--- config.mk ---
export PLATFORM = sky130hd
export DESIGN_NAME = keyed_watchdog_timer
export DESIGN_NICKNAME = d
export VERILOG_FILES = /design/src/design/keyed_watchdog_pkg.sv /design/src/design/tick_sync.sv /design/src/design/key_tracker.sv /design/src/design/keyed_watchdog_timer.sv
export VERILOG_INCLUDE_DIRS = /design/src /design/src/design
export SDC_FILE = /design/constraint.sdc
export NUM_CORES = 1
export LEC_CHECK = 0
export BUFFER_PORTS_ARGS = -buffer_cell sky130_fd_sc_hd__buf_2
export CORE_ASPECT_RATIO = 2
export CORE_MARGIN = 10
export CORE_UTILIZATION = 50
export DETAILED_ROUTE_END_ITERATION = 6
export PLACE_DENSITY = 0.78
export SYNTH_ARGS = -nofsm -noshare
export SYNTH_HDL_FRONTEND = slang
export SYNTH_SLANG_ARGS = --single-unit
--- constraint.sdc ---
create_clock -name core_clk -period 1.9 [get_ports core_clk]
set_input_delay 0.38 -clock core_clk [delete_from_list [all_inputs] [get_ports core_clk]]
set_output_delay 0.38 -clock core_clk [all_outputs]
set_load 0.03 [all_outputs]
--- src/design/keyed_watchdog_cfg.svh ---
/*
 * Constants of the keyed watchdog: key values, counter limits, register
 * offsets, reset values and time figures.
 * Assumes it is included by its bare name from the watchdog design files.
 */
`ifndef KEYED_WATCHDOG_CFG_SVH
`define KEYED_WATCHDOG_CFG_SVH

// Counter and key figures.
`define WDG_COUNT_W        9
`define WDG_COUNT_MAX      9'h1FF
`define WDG_COUNT_RST      9'h000
`define WDG_KEY_FIRST      4'h5
`define WDG_KEY_SECOND     4'hA

// Register offsets on the plain register port.
`define WDG_OFS_KEY        4'h0
`define WDG_OFS_COUNT      4'h1
`define WDG_OFS_STATE      4'h2
`define WDG_OFS_IRQ_STAT   4'h3
`define WDG_OFS_IRQ_MASK   4'h4

// Field positions of the state and interrupt registers.
`define WDG_STATE_RUN_BIT  0
`define WDG_STATE_PTR_BIT  1
`define WDG_STATE_ARM_BIT  2
`define WDG_EVT_OVF_BIT    0
`define WDG_EVT_REJ_BIT    1
`define WDG_EVT_W          2
`define WDG_EVT_RST        2'h0
`define WDG_MASK_RST       2'h0

// Time figures.
`define WDG_LSCLK_HZ       32768
`define WDG_TICK_HZ        256
`define WDG_PERIOD_MS      2000
`define WDG_EARLY_US       3906
`define WDG_CLEAR_LIMIT_US 1996100
`define WDG_PERIOD_TICKS   ((`WDG_PERIOD_MS * `WDG_TICK_HZ) / 1000)
`define WDG_EARLY_LSCLK    ((`WDG_LSCLK_HZ * `WDG_EARLY_US) / 1000000 + 1)

`endif

--- src/design/keyed_watchdog_pkg.sv ---
/*
 * Types shared by the keyed watchdog modules.
 * Assumes keyed_watchdog_cfg.svh supplies the numeric constants.
 */
`include "keyed_watchdog_cfg.svh"

package keyed_watchdog_pkg;

    typedef logic [3:0]                reg_addr_t;
    typedef logic [15:0]               bus_data_t;
    typedef logic [3:0]                key_t;
    typedef logic [`WDG_COUNT_W-1:0]   wdg_count_t;
    typedef logic [`WDG_EVT_W-1:0]     wdg_evt_t;

    typedef enum logic {
        WDG_STOPPED,
        WDG_RUNNING
    } run_state_t;

endpackage : keyed_watchdog_pkg

--- src/design/tick_sync.sv ---
/*
 * Brings the 256 Hz time base tap into the core clock domain and turns
 * each rising edge into a one-cycle tick.
 * Assumes the tap is a slow square wave from another clock domain.
 */
`timescale 1ns/10ps

module tick_sync (
    // Clock and reset.
    input  logic core_clk,
    input  logic rst,
    // Asynchronous tap and synchronous tick.
    input  logic time_base_tap_256hz,
    output logic tick
);

    logic sync1_reg;
    logic sync2_reg;
    logic sync3_reg;
    logic level_reg;
    logic level_next;

    always_ff @(posedge core_clk or posedge rst) begin
        if (rst) begin
            sync1_reg <= 1'b0;
            sync2_reg <= 1'b0;
            sync3_reg <= 1'b0;
        end else begin
            sync1_reg <= time_base_tap_256hz;
            sync2_reg <= sync1_reg;
            sync3_reg <= sync2_reg;
        end
    end

    // A change is believed only once two stages agree, which filters a late glitch.
    assign level_next = (sync2_reg == sync3_reg) ? sync3_reg : level_reg;

    always_ff @(posedge core_clk or posedge rst) begin
        if (rst) begin
            level_reg <= 1'b0;
        end else begin
            level_reg <= level_next;
        end
    end

    assign tick = level_next & ~level_reg;

endmodule : tick_sync

--- src/design/key_tracker.sv ---
/*
 * Key pointer and first-key memory of the watchdog control register.
 * Assumes writes arrive as one-cycle strobes in the core clock domain.
 */
`timescale 1ns/10ps
`include "keyed_watchdog_cfg.svh"

module key_tracker (
    // Clock and reset.
    input  logic                      core_clk,
    input  logic                      rst,
    // Key writes and overflow.
    input  logic                      key_wr,
    input  keyed_watchdog_pkg::key_t  key_data,
    input  logic                      overflow,
    // State and decisions.
    output logic                      key_ptr,
    output logic                      key_armed,
    output logic                      key_accept,
    output logic                      key_reject
);

    logic ptr_reg;
    logic armed_reg;
    logic first_ok;

    assign first_ok   = key_wr && !ptr_reg && (key_data == `WDG_KEY_FIRST);
    assign key_accept = key_wr && ptr_reg && armed_reg && (key_data == `WDG_KEY_SECOND);
    assign key_reject = key_wr && !first_ok && !key_accept;

    always_ff @(posedge core_clk or posedge rst) begin
        if (rst) begin
            ptr_reg <= 1'b0;
        end else if (overflow) begin
            ptr_reg <= 1'b0; // RULE5
        end else if (key_wr) begin
            ptr_reg <= ~ptr_reg; // RULE5
        end
    end

    // The memory only lives while the pointer is 1, so a write at 1 always consumes it.
    always_ff @(posedge core_clk or posedge rst) begin
        if (rst) begin
            armed_reg <= 1'b0;
        end else if (overflow) begin
            armed_reg <= 1'b0;
        end else if (first_ok) begin
            armed_reg <= 1'b1; // RULE4
        end else if (key_wr && ptr_reg) begin
            armed_reg <= 1'b0; // RULE12
        end
    end

    assign key_ptr   = ptr_reg;
    assign key_armed = armed_reg;

endmodule : key_tracker

--- src/design/keyed_watchdog_timer.sv ---
/*
 * Keyed watchdog: 9-bit counter on the 256 Hz time base tap, started and
 * cleared by a two-write key sequence, with a non-maskable overflow request.
 * Assumes a register master that uses one-cycle strobes and never waits,
 * and a time base tap that runs from a separate low-speed clock.
 */
// The implementer's own choices: the address map and the address-and-strobe port.
`timescale 1ns/10ps
`include "keyed_watchdog_cfg.svh"

// Overview of operation
// [RULE1] Nine-bit counter advances once per 256 Hz tick while running.
// [RULE2] Key register is four bits, write only, reads back as zero.
// [RULE3] Reset clears the counter and keeps it stopped until started.
// [RULE4] Writing 5H at pointer 0 then 0AH at pointer 1 starts counting.
// [RULE5] Pointer clears on reset or overflow, flips on every key write.
// [RULE6] While running the same two writes clear the counter, counting goes on.
// [RULE7] Wrapping from 1FFH to 000H raises the watchdog request.
// [RULE8] The watchdog request cannot be masked and has top priority.
// [RULE9] Clear to overflow takes 512 ticks, two seconds nominal.
// [RULE10] First tick after a clear may come early, up to one tick.
// [RULE11] Software must repeat the clear within 1.9961 s.
// [RULE12] 5H written at pointer 1 is not a first key, pointer only flips; here it also sets the reject status bit.
// [RULE13] 0AH clears only at pointer 1 after an accepted 5H.
// [RULE14] Unexpected values change nothing but the pointer; here they also set the reject status bit.
// [RULE15] The watchdog request is one core clock pulse per overflow.
module keyed_watchdog_timer (
    // Clock and reset.
    input  logic                           core_clk,
    input  logic                           rst,
    // Register port.
    input  keyed_watchdog_pkg::reg_addr_t  reg_addr,
    input  keyed_watchdog_pkg::bus_data_t  reg_wdata,
    input  logic                           reg_wr,
    input  logic                           reg_rd,
    output keyed_watchdog_pkg::bus_data_t  reg_rdata,
    // Time base.
    input  logic                           time_base_tap_256hz,
    // Interrupts.
    output logic                           watchdog_irq,
    output logic                           irq
);

    keyed_watchdog_pkg::run_state_t  run_reg;
    keyed_watchdog_pkg::run_state_t  run_next;
    keyed_watchdog_pkg::wdg_count_t  count_reg;
    keyed_watchdog_pkg::wdg_count_t  count_next;
    keyed_watchdog_pkg::wdg_evt_t    evt_reg;
    keyed_watchdog_pkg::wdg_evt_t    evt_set;
    keyed_watchdog_pkg::wdg_evt_t    mask_reg;
    keyed_watchdog_pkg::bus_data_t   rdata_reg;
    keyed_watchdog_pkg::bus_data_t   rdata_next;
    logic                            wdg_irq_reg;
    logic                            tick;
    logic                            running;
    logic                            overflow;
    logic                            key_wr;
    logic                            key_ptr;
    logic                            key_armed;
    logic                            key_accept;
    logic                            key_reject;

    // Register selection used by both the write and the read paths.
    function automatic logic hit(
        input keyed_watchdog_pkg::reg_addr_t addr,
        input keyed_watchdog_pkg::reg_addr_t ofs
    );
        hit = (addr == ofs);
    endfunction : hit

    // Places a narrow field in the low bits of a bus word.
    function automatic keyed_watchdog_pkg::bus_data_t widen_evt(
        input keyed_watchdog_pkg::wdg_evt_t v
    );
        widen_evt = {{(16 - `WDG_EVT_W){1'b0}}, v};
    endfunction : widen_evt

    tick_sync u_tick_sync (
        .core_clk            (core_clk),
        .rst                 (rst),
        .time_base_tap_256hz (time_base_tap_256hz),
        .tick                (tick)
    );

    assign key_wr = reg_wr && hit(reg_addr, `WDG_OFS_KEY); // RULE2

    key_tracker u_key_tracker (
        .core_clk   (core_clk),
        .rst        (rst),
        .key_wr     (key_wr),
        .key_data   (reg_wdata[3:0]),
        .overflow   (overflow),
        .key_ptr    (key_ptr),
        .key_armed  (key_armed),
        .key_accept (key_accept),
        .key_reject (key_reject)
    );

    assign running  = (run_reg == keyed_watchdog_pkg::WDG_RUNNING);
    assign overflow = running && tick && (count_reg == `WDG_COUNT_MAX); // RULE7

    // Once started the watchdog only stops again on reset.
    always_comb begin
        run_next = run_reg;
        unique case (run_reg)
            keyed_watchdog_pkg::WDG_STOPPED: begin
                if (key_accept) begin
                    run_next = keyed_watchdog_pkg::WDG_RUNNING; // RULE4
                end
            end
            keyed_watchdog_pkg::WDG_RUNNING: begin
                run_next = keyed_watchdog_pkg::WDG_RUNNING;
            end
        endcase
    end

    always_ff @(posedge core_clk or posedge rst) begin
        if (rst) begin
            run_reg <= keyed_watchdog_pkg::WDG_STOPPED; // RULE3
        end else begin
            run_reg <= run_next;
        end
    end

    // The tick divider is not reset by a clear, so the first step after a
    // clear may come up to one tick early; the period is 512 ticks less that.
    always_comb begin
        count_next = count_reg;
        if (key_accept) begin
            count_next = `WDG_COUNT_RST; // RULE6 RULE13
        end else if (running && tick) begin
            count_next = count_reg + 9'h001; // RULE1 RULE9 RULE10
        end
    end

    always_ff @(posedge core_clk or posedge rst) begin
        if (rst) begin
            count_reg <= `WDG_COUNT_RST; // RULE3
        end else begin
            count_reg <= count_next;
        end
    end

    // The request bypasses the mask so that no setting can silence it.
    always_ff @(posedge core_clk or posedge rst) begin
        if (rst) begin
            wdg_irq_reg <= 1'b0;
        end else begin
            wdg_irq_reg <= overflow; // RULE8 RULE15
        end
    end

    assign watchdog_irq = wdg_irq_reg;

    always_comb begin
        evt_set                   = `WDG_EVT_RST;
        evt_set[`WDG_EVT_OVF_BIT] = overflow;
        evt_set[`WDG_EVT_REJ_BIT] = key_reject; // RULE14
    end

    // A new event beats a write-one clear in the same cycle.
    always_ff @(posedge core_clk or posedge rst) begin
        if (rst) begin
            evt_reg <= `WDG_EVT_RST;
        end else if (reg_wr && hit(reg_addr, `WDG_OFS_IRQ_STAT)) begin
            evt_reg <= (evt_reg & ~reg_wdata[`WDG_EVT_W-1:0]) | evt_set;
        end else begin
            evt_reg <= evt_reg | evt_set;
        end
    end

    always_ff @(posedge core_clk or posedge rst) begin
        if (rst) begin
            mask_reg <= `WDG_MASK_RST;
        end else if (reg_wr && hit(reg_addr, `WDG_OFS_IRQ_MASK)) begin
            mask_reg <= reg_wdata[`WDG_EVT_W-1:0];
        end
    end

    assign irq = |(evt_reg & mask_reg);

    // Unmapped offsets and the key register read as zero.
    always_comb begin
        rdata_next = 16'h0000;
        if (reg_rd) begin
            if (hit(reg_addr, `WDG_OFS_COUNT)) begin
                rdata_next = {7'h00, count_reg};
            end else if (hit(reg_addr, `WDG_OFS_STATE)) begin
                rdata_next[`WDG_STATE_RUN_BIT] = running;
                rdata_next[`WDG_STATE_PTR_BIT] = key_ptr;
                rdata_next[`WDG_STATE_ARM_BIT] = key_armed;
            end else if (hit(reg_addr, `WDG_OFS_IRQ_STAT)) begin
                rdata_next = widen_evt(evt_reg);
            end else if (hit(reg_addr, `WDG_OFS_IRQ_MASK)) begin
                rdata_next = widen_evt(mask_reg);
            end
        end
    end

    always_ff @(posedge core_clk or posedge rst) begin
        if (rst) begin
            rdata_reg <= 16'h0000;
        end else begin
            rdata_reg <= rdata_next; // RULE2
        end
    end

    assign reg_rdata = rdata_reg;
endmodule : keyed_watchdog_timer

Yosys cells after proc, flatten, opt, wreduce, memory -nomap -nowiden
Index checks and enable logic that the tools add are counted.
Widths: inputs -> output; s select.

storage, ports and cells
  bits in latches = 0
  output and inout port bits = 18
  logic and storage cells = 67
  memories kept = 0
  register bits = 37
  bits in writable memories = 0
  memory bits (read-only) = 0
  input bits = 25

cells by class
  muxes and demuxes = 17
  equal/unequal tests = 8
  bitwise logic cells = 9
  reduce and logical (&&, ||, !) cells = 20
  order comparisons = 0
  shifts and indexed selects = 0
  divide/modulo/power cells = 0
  $add $sub $neg = 1
  multipliers = 0

operators with widths
  cell                 number
  $mux 16              3
  $mux 9               2
  $mux 13              1
  $logic_and 1x1->1    12
  $add 9x1->9 const B  1
  $eq 9x9->1 const B   1
  $eq 4x2->1 const B   2
  $eq 4x3->1 const B   2
  $mux 1               7
  $and 2x2->2          2
  $eq 4x1->1 const B   1
  $eq 4x4->1 const B   1
  $logic_not 4->1      1
  $mux 2               2
  $or 2x2->2           2
  $reduce_bool 2->1    2
  $logic_not 1->1      3
  $mux 3               1
  $not 1->1            3
  $reduce_bool 3->1    1
  $not 2->2            1
  $pmux 1 s2           1
  $reduce_or 2->1      1
  $and 1x1->1          1
  $eq 1x1->1           1

Logic depth before layout (Yosys ltp)
Gate-level depths: netlist of run 1.

  depth in word-level cells = 9
  depth in mapped cells = 7
  depth with buffers taken out = 7

Cells and area by module
From an unflattened synthesis of run 1, not the netlist that was laid out.

unflattened totals
  cells, all modules = 133
  area, all modules = 1425.1 um^2

by module, submodules not included
  module                cells each  times used  area an instance (um^2)  sequential area each (um^2)
  keyed_watchdog_timer  113         1           1173.6                   600.6
  key_tracker           13          1           126.4                    50.0
  tick_sync             7           1           125.1                    100.1

Least setup slack after synthesis of run 1
Ideal clock, no wire load.

  path type = input to register
  start = input reg_addr[2]
  end = register count_reg[0]
  library setup time = 0.138 ns
  cell stages on the path = 5
  buffers on the path = 2
  arrival time = 1.630 ns
  data required time = 1.762 ns
  path slack = 0.132 ns
  cells stage by stage = buf_6 -> or4b_4 -> buf_6 -> nor4_4 -> nor2_1

on the way
  word-level cells in the longest chain between the ends = 6
  elaborated cells between the ends (all ways) = 7
  classes of those cells = 1 x mux; 6 x reduce/logical

ends and longest elaborated chain
  element                                             RTL line                     source
  from (decl)                                         keyed_watchdog_timer.sv:32   input keyed_watchdog_pkg::reg_addr_t reg_addr,
  $logic_not 4->1 (*)                                 keyed_watchdog_timer.sv:68   hit = (addr == ofs);
  $logic_and 1x1->1 (*)                               keyed_watchdog_timer.sv:85   assign key_wr = reg_wr && hit(reg_addr, `WDG_OFS_KEY);
  $logic_and 1x1->1 (*) (3 in a row)                  key_tracker.sv:28            assign key_accept = key_wr && ptr_reg && armed_reg && (key_data == `WDG_KEY_SECOND);
  $mux 9 / $reduce_bool 2->1 (equally long branches)  n/a
  to (signal assigned)                                keyed_watchdog_timer.sv:138  count_reg <= `WDG_COUNT_RST;
  to (signal assigned)                                keyed_watchdog_timer.sv:140  count_reg <= count_next;
  to (decl)                                           keyed_watchdog_timer.sv:46   keyed_watchdog_pkg::wdg_count_t count_reg;

Every way passes the cells marked *; elsewhere a longest branch is shown, timed or not.
A chain may end at the register's enable or synchronous reset.

Worst setup path in the final report of run 1
  start = register count_reg[0]
  end = register u_key_tracker.armed_reg, in the netlist u_key_tracker.key_armed

on the way
  word-level cells in the longest chain between the ends = 3
  elaborated cells between the ends (all ways) = 4
  classes of those cells = 1 x eq/ne; 1 x mux; 2 x reduce/logical

ends and longest elaborated chain
  element                                                       RTL line                     source
  $eq 9x9->1 (no line) (*)                                      n/a
  $logic_and 1x1->1 (*)                                         keyed_watchdog_timer.sv:100  assign overflow = running && tick && (count_reg == `WDG_COUNT_MAX);
  via overflow                                                  keyed_watchdog_timer.sv:56   logic overflow;
  $reduce_bool 3->1 (no line) / $mux 1 (equally long branches)  n/a
  to (signal assigned)                                          key_tracker.sv:46            armed_reg <= 1'b0;
  to (signal assigned)                                          key_tracker.sv:48            armed_reg <= 1'b1;
  to (signal assigned)                                          key_tracker.sv:50            armed_reg <= 1'b0;
  to (decl)                                                     key_tracker.sv:24            logic armed_reg;

The timed path passes the listed nets; every way through them passes the cells marked *.

==> flow_summary.ini, run 1 <==
[outcome]
outcome = finished clean

[logic_synthesis]
async_flop_share = 1.00
ys.flop_type = dfrtp_1
synth_top_cell_by_area = dfrtp_1
synth_most_common_cell = dfrtp_1
netlist_area_sq_um = 1460
ys_ff_latch = 30
synth_top_area_share = 0.513
synth_cells = 134
yosys-top-cells-count = 30 x dfrtp_1, 10 x nor2_1, 7 x a21oi_1, 7 x buf_4
yosysSeqAreaShare = 0.513
syn_avg_cell_area_sq_um = 10.9
synth_edf_count = 0
yosysWarnings = 0
ys_types = 39
synth_top_cells_by_area = dfrtp_1 51%, buf_4 3.6%, nand3b_1 3.1%, mux2i_1 2.7%, and2_1 2.6%

[sta]
setup_viol = 0
rsz0062_at_grt = no
slew_viol_final = 0
setup_slack_ns = 0.294
finClkSkew_ns = 0.00302
min_period_ns = 1.61
hold_viol = 0
fin_crit_sh = 0.845
final.setup.tns_ns = 0
fmax_ghz = 0.623

[die]
die_h_um = 96.5
fp-row-count = 27
die_x_um = 58.3
num_io_pins = 43
core_sq_um = 2770
fp.dieArea_sq_um = 5620
initial_utilization = 0.528

[setup_path]
path_cells = ha_1, nand3_1, nor2_1, ha_1, inv_1, nor2_1, o32ai_1
cp-start-kind = flip-flop
crit_type = reg2reg
slowest_delay_ns = 0.41
reg2reg_to = u_key_tracker.key_armed
reg2reg_from = count_reg[0]
cp_slowest_cell = dfrtp_1
worstPathArrival_ns = 1.75
cp_max_fo = 4
r2r.worst_path.cells = 7
required_ns = 2.05
end_kind = flip-flop
r2r_slack_ns = 0.29

[cts]
root_buffer = clkbuf_8
post_cts_buffers = 0
cts_tree = yes
clkSinkCount = 30
insertion_delay_ns = 0.28
h-tree-depth = 2
numCtsBuffers = 5
clk_pin_slew_worst_paths_ns = 0.06
clk_path_buf_depth = 2
cts.hold.buffers_added = 0
cts-resized-gates = 0

[detailed_routing]
routed_via_density = 5.68
drt-initial-drc-count = 26
wl_per_cell_um = 15.8
num_vias = 1091
dr.pass1.iters = 4
ant_nets = 0
drc = 0
wirelength_mm = 3.04
met2WireLength_mm = 1.66
top_layer_used = met4
routedLengthMet1_mm = 1.08
dr_wl_met3_um = 201

[power]
irDropWorstVdd_v = 0.000559
p_per_area_nw_per_um2 = 973
power_leakage_uw = 0.000809

[placement]
io_buffer_count = 23
dp_hpwl_mm = 2.37
gp_routability_congestion = 0.810
dp_slack_ns = 0.111

[grt]
grt_max_degree = 31
grt_pass1_wl_mm = 5.07
grt_use_total = 0.115
grt_pass1_vias = 1164
antenna_found_initial = 0
globalRoute.totalOverflow = 0

[final_layout]
drive_above_1_share = 0.252
syn_to_final_growth_pct = 14.3
antennaDiodeCount = 0
nets = 189

[job]
max_cap_viol_count = 0

[min_path]
hp-class = in2async
[metrics by stage]
step	util	instances	hold slack, ns	cell area (sq um)	power (uW)
after global placement	0.571	184	0.338	1580	1100
after floorplan	-	140	0.331	1490	1040
after detailed placement	0.571	184	0.336	1580	1130
after CTS	0.604	192	0.168	1670	1650
after global routing	0.604	192	0.203	1670	1730
final	0.604	192	0.163	1670	1630
[worst max path at each step]
stage	start	end	slack [ns]
global placement	reg_addr[2]	count_reg[7]	0.15
CTS	count_reg[0]	u_key_tracker.key_armed	0.30
global route	count_reg[0]	u_key_tracker.key_armed	0.18
floorplan	reg_addr[2]	count_reg[0]	0.13
detailed placement	reg_addr[2]	count_reg[5]	0.11
finish	count_reg[0]	u_key_tracker.key_armed	0.29
[report_power, final]
part	internal [uW]	total, uW	leakage (uW)	switching, uW
clock network	291	509	0.0000482	217
logic	131	331	0.000406	200
registers	714	788	0.000355	74.6
[kinds of logic (layout without fill, tap and decap cells)]
family | count (synthesis) | count (layout) | synth area share
simple gates | 54 | 54 | 0.241
flops | 30 | 30 | 0.513
compound gates | 24 | 24 | 0.104
buf+inv | 15 | 38 | 0.0667
mux | 6 | 6 | 0.0427
fa+ha+maj | 3 | 3 | 0.0239
other cells | 1 | 7 | 0.00256
xor+xnor | 1 | 1 | 0.00598
[layout make-up]
class | count | area [sq um]
inverters | 3 | 11.3
repair buffers | 27 | 145
multi-input cells | 95 | 638
flip-flops and latches | 30 | 751
well taps | 29 | 36.3
fillers | 233 | 1100
clock inverters | 1 | 5.00
clock buffers | 7 | 86.3
[worst max-delay path: cells and delay by family (launching register included)]
kind | cells | cell delay (ns)
adders and majority gates | 2 | 0.41
buffers and inverters | 1 | 0.05
and+or+nand+nor | 3 | 0.46
AOI/OAI and AO/OA | 1 | 0.15
DFF | 1 | 0.41
[metal layers]
| metal | GRT usage | up-vias |
|---|---|---|
| li1 | - | 524 |
| met1 | 0.0979 | 534 |
| met2 | 0.210 | 24 |
| met3 | 0.0431 | 9 |
| met4 | 0.0827 | 0 |
| met5 | 0 | - |
[cells in the final DEF, fill, tap and decap left out, types with 2 or more instances in the layout]
cell	count
dfrtp_1	30
buf_2	23
nor2_1	10
a21oi_1	7
conb_1	7
o21ai_0	6
and2_1	6
nand3b_1	6
clkbuf_8	6
mux2i_1	4
or3_1	4
nand3_1	4
buf_4	4
nand4b_1	3
inv_1	3
nand2_1	3
o31ai_1	3
or4_1	3
nand4_1	3
nor3b_1	3
a21boi_0	2
o21a_1	2
mux2_2	2
ha_1	2
No activity file was read; power rests on OpenSTA's default activity.
==> run 2, diff against run 1 <==
Settings changed: ABC_AREA set to 1, CORE_UTILIZATION 50 to 51, PLACE_DENSITY 0.78 to 0.79.
Clock period 1.9 ns to 1.5 ns, I/O delays scaled along.
==> run 2 against run 1 <==
Worst hold slack got worse by 0.084 ns. Global-route usage grew 0.40 points. First-iteration DRC count is 19% lower. Setup slack got worse by 0.22 ns. Core utilization is 3.9 points higher. Area after synthesis is 1.1% higher. Combinational power up 87%.
==> flow_summary.ini, run 2 <==
[logic_synthesis]
async_flop_share = 1.00
netlist_area_sq_um = 1480
synth_top_cell_by_area = dfrtp_1
ys.flop_type = dfrtp_1
yosysSeqAreaShare = 0.507
ys_types = 21
synth_top_cells_by_area = dfrtp_1 51%, nand2_1 11%, inv_1 7.1%, nor2_1 4.3%, buf_4 4.1%
synth_edf_count = 0
ys_ff_latch = 30
synth_cells = 178
synth_most_common_cell = nand2_1
syn_avg_cell_area_sq_um = 8.32
synth_top_area_share = 0.507
yosys-top-cells-count = 44 x nand2_1, 30 x dfrtp_1, 28 x inv_1
yosysWarnings = 0

[die]
fp.dieArea_sq_um = 5590
initial_utilization = 0.534
die_x_um = 58.1
fp-row-count = 27
die_h_um = 96.2
core_sq_um = 2770
num_io_pins = 43

[sta]
finClkSkew_ns = 0.00415
fin_crit_sh = 0.951
slew_viol_final = 0
setup_viol = 0
setup_slack_ns = 0.0732
whs_ns = 0.0792
min_period_ns = 1.43
fmax_ghz = 0.701
hold_viol = 0

[final_layout]
multiInputGateArea_sq_um = 612
nFillCells = 249
drive_above_1_share = 0.241
final_area_sq_um = 1780
antennaDiodeCount = 0
final_cell_mix = 42 x nand2_1, 30 x dfrtp_1, 28 x inv_1, 23 x buf_2, 17 x nor2_1
fin_util = 0.643
layout_commonest_cell = nand2_1
nets = 242
seq_area_sq_um = 751
syn_to_final_growth_pct = 20.4

[cts]
numCtsBuffers = 5
root_buffer = clkbuf_8
clk_pin_slew_worst_paths_ns = 0.06
h-tree-depth = 2
cts_tree = yes
cts.hold.buffers_added = 0
clkSinkCount = 30
clk_path_buf_depth = 2
insertion_delay_ns = 0.28

[power]
irDropWorstVdd_v = 0.000797
p_per_area_nw_per_um2 = 1300
finalPower_uw = 2320
power_leakage_uw = 0.00100

[detailed_routing]
dr.pass1.iters = 4
num_vias = 1245
drt-initial-drc-count = 21
ant_nets = 0
wirelength_mm = 3.21
drc = 0
wl_per_cell_um = 13.1
routed_via_density = 5.08

[grt]
grt_pass1_wl_mm = 5.28
antenna_found_initial = 0
grt_pass1_vias = 1243
grt_max_degree = 31
grt_use_total = 0.119
globalRoute.totalOverflow = 0

[setup_path]
cp_max_fo = 2
slowest_delay_ns = 0.36
path_cells = ha_2, nand2_2, nor4_4, ha_2, nand2_1, a21oi_1
path_common_cell = ha_2
cp_slowest_cell = dfrtp_1
cp-start-kind = flip-flop
required_ns = 1.67
worstPathArrival_ns = 1.59
end_kind = flip-flop
crit_type = reg2reg
r2r.worst_path.cells = 6

[placement]
dp_slack_ns = -0.0924
gp_routability_congestion = 0.815
dp_hpwl_mm = 2.47
dpl_cell_area_sq_um = 1650
io_buffer_count = 23

[outcome]
outcome = finished clean

[min_path]
hp-class = in2async

[job]
max_cap_viol_count = 0
run 2: cell count changes in the layout (fill, tap and decap cells not counted), sizes merged, moves of 4 or more:
cell | before | now
nor2 | 10 | 20
and2 | 6 | 0
nor3 | 0 | 8
nand3b | 6 | 0
buf | 27 | 32
or3 | 4 | 0
inv | 3 | 29
nand3 | 4 | 10
nand2 | 3 | 45
mux2i | 4 | 0
run 2: critical path: cells and delay by family, from the launching register on:
kind | cells | cell delay, ns
adder cells (fa/ha/maj) | 2 | 0.51
flip-flops | 1 | 0.36
AND/OR/NAND/NOR | 3 | 0.38
AO/OA/AOI/OAI | 1 | 0.06
run 2: final timing paths:
kind / from / end / slack (ns)
hold / removal: rst / u_key_tracker.key_armed / 0.08
max in group asynchronous: rst / reg_rdata[6] / 1.14
hold reg to reg: u_tick_sync.sync1_reg / u_tick_sync.sync2_reg / 0.36
setup reg to reg: count_reg[0] / count_reg[8] / 0.07
setup / recovery: count_reg[0] / count_reg[8] / 0.07
min in group core_clk: time_base_tap_256hz / u_tick_sync.sync1_reg / 0.13
run 2: final cells by class:
cell class	count	area share
inverter	29	0.0611
sequential	30	0.421
multi-input combinational	117	0.343
clock inverter	1	0.00281
clock buffer	7	0.0485
tap	29	0.0204
timing repair buffer	32	0.103
run 2: what timing repair did:
item,4_1_cts,5_1_grt
setup buffers,0,2
endpoints found under the setup margin,3,1
pin swaps,1,3
gates resized for setup,2,6
run 2: metal layers:
metal / vias to the layer above / GRT usage / wire length (um)
li1: 614 / - / -
met1: 588 / 0.105 / 1070
met2: 36 / 0.229 / 1890
met3: 7 / 0.0369 / 175
met4: 0 / 0.0630 / 70
met5: - / 0 / 0
run 2: through the flow:
stage	cells	TNS, ns
6_report	245	0
4_1_cts	243	0
3_5_place_dp	235	-0.203
5_1_grt	245	-0.00583
2_1_floorplan	184	0
3_3_place_gp	235	-0.0124
run 2: power by group:
group          switching [uW]  internal [uW]
clock                     282            369
sequential                105            946
combinational             368            253
run 2: kinds of logic after synthesis:
logic type,share of synthesized area
AND/OR/NAND/NOR,0.285
buffers and inverters,0.114
flip-flops,0.507
AO/OA/AOI/OAI,0.0566
XOR/XNOR,0.0178
adder cells (fa/ha/maj),0.0169
other,0.00253
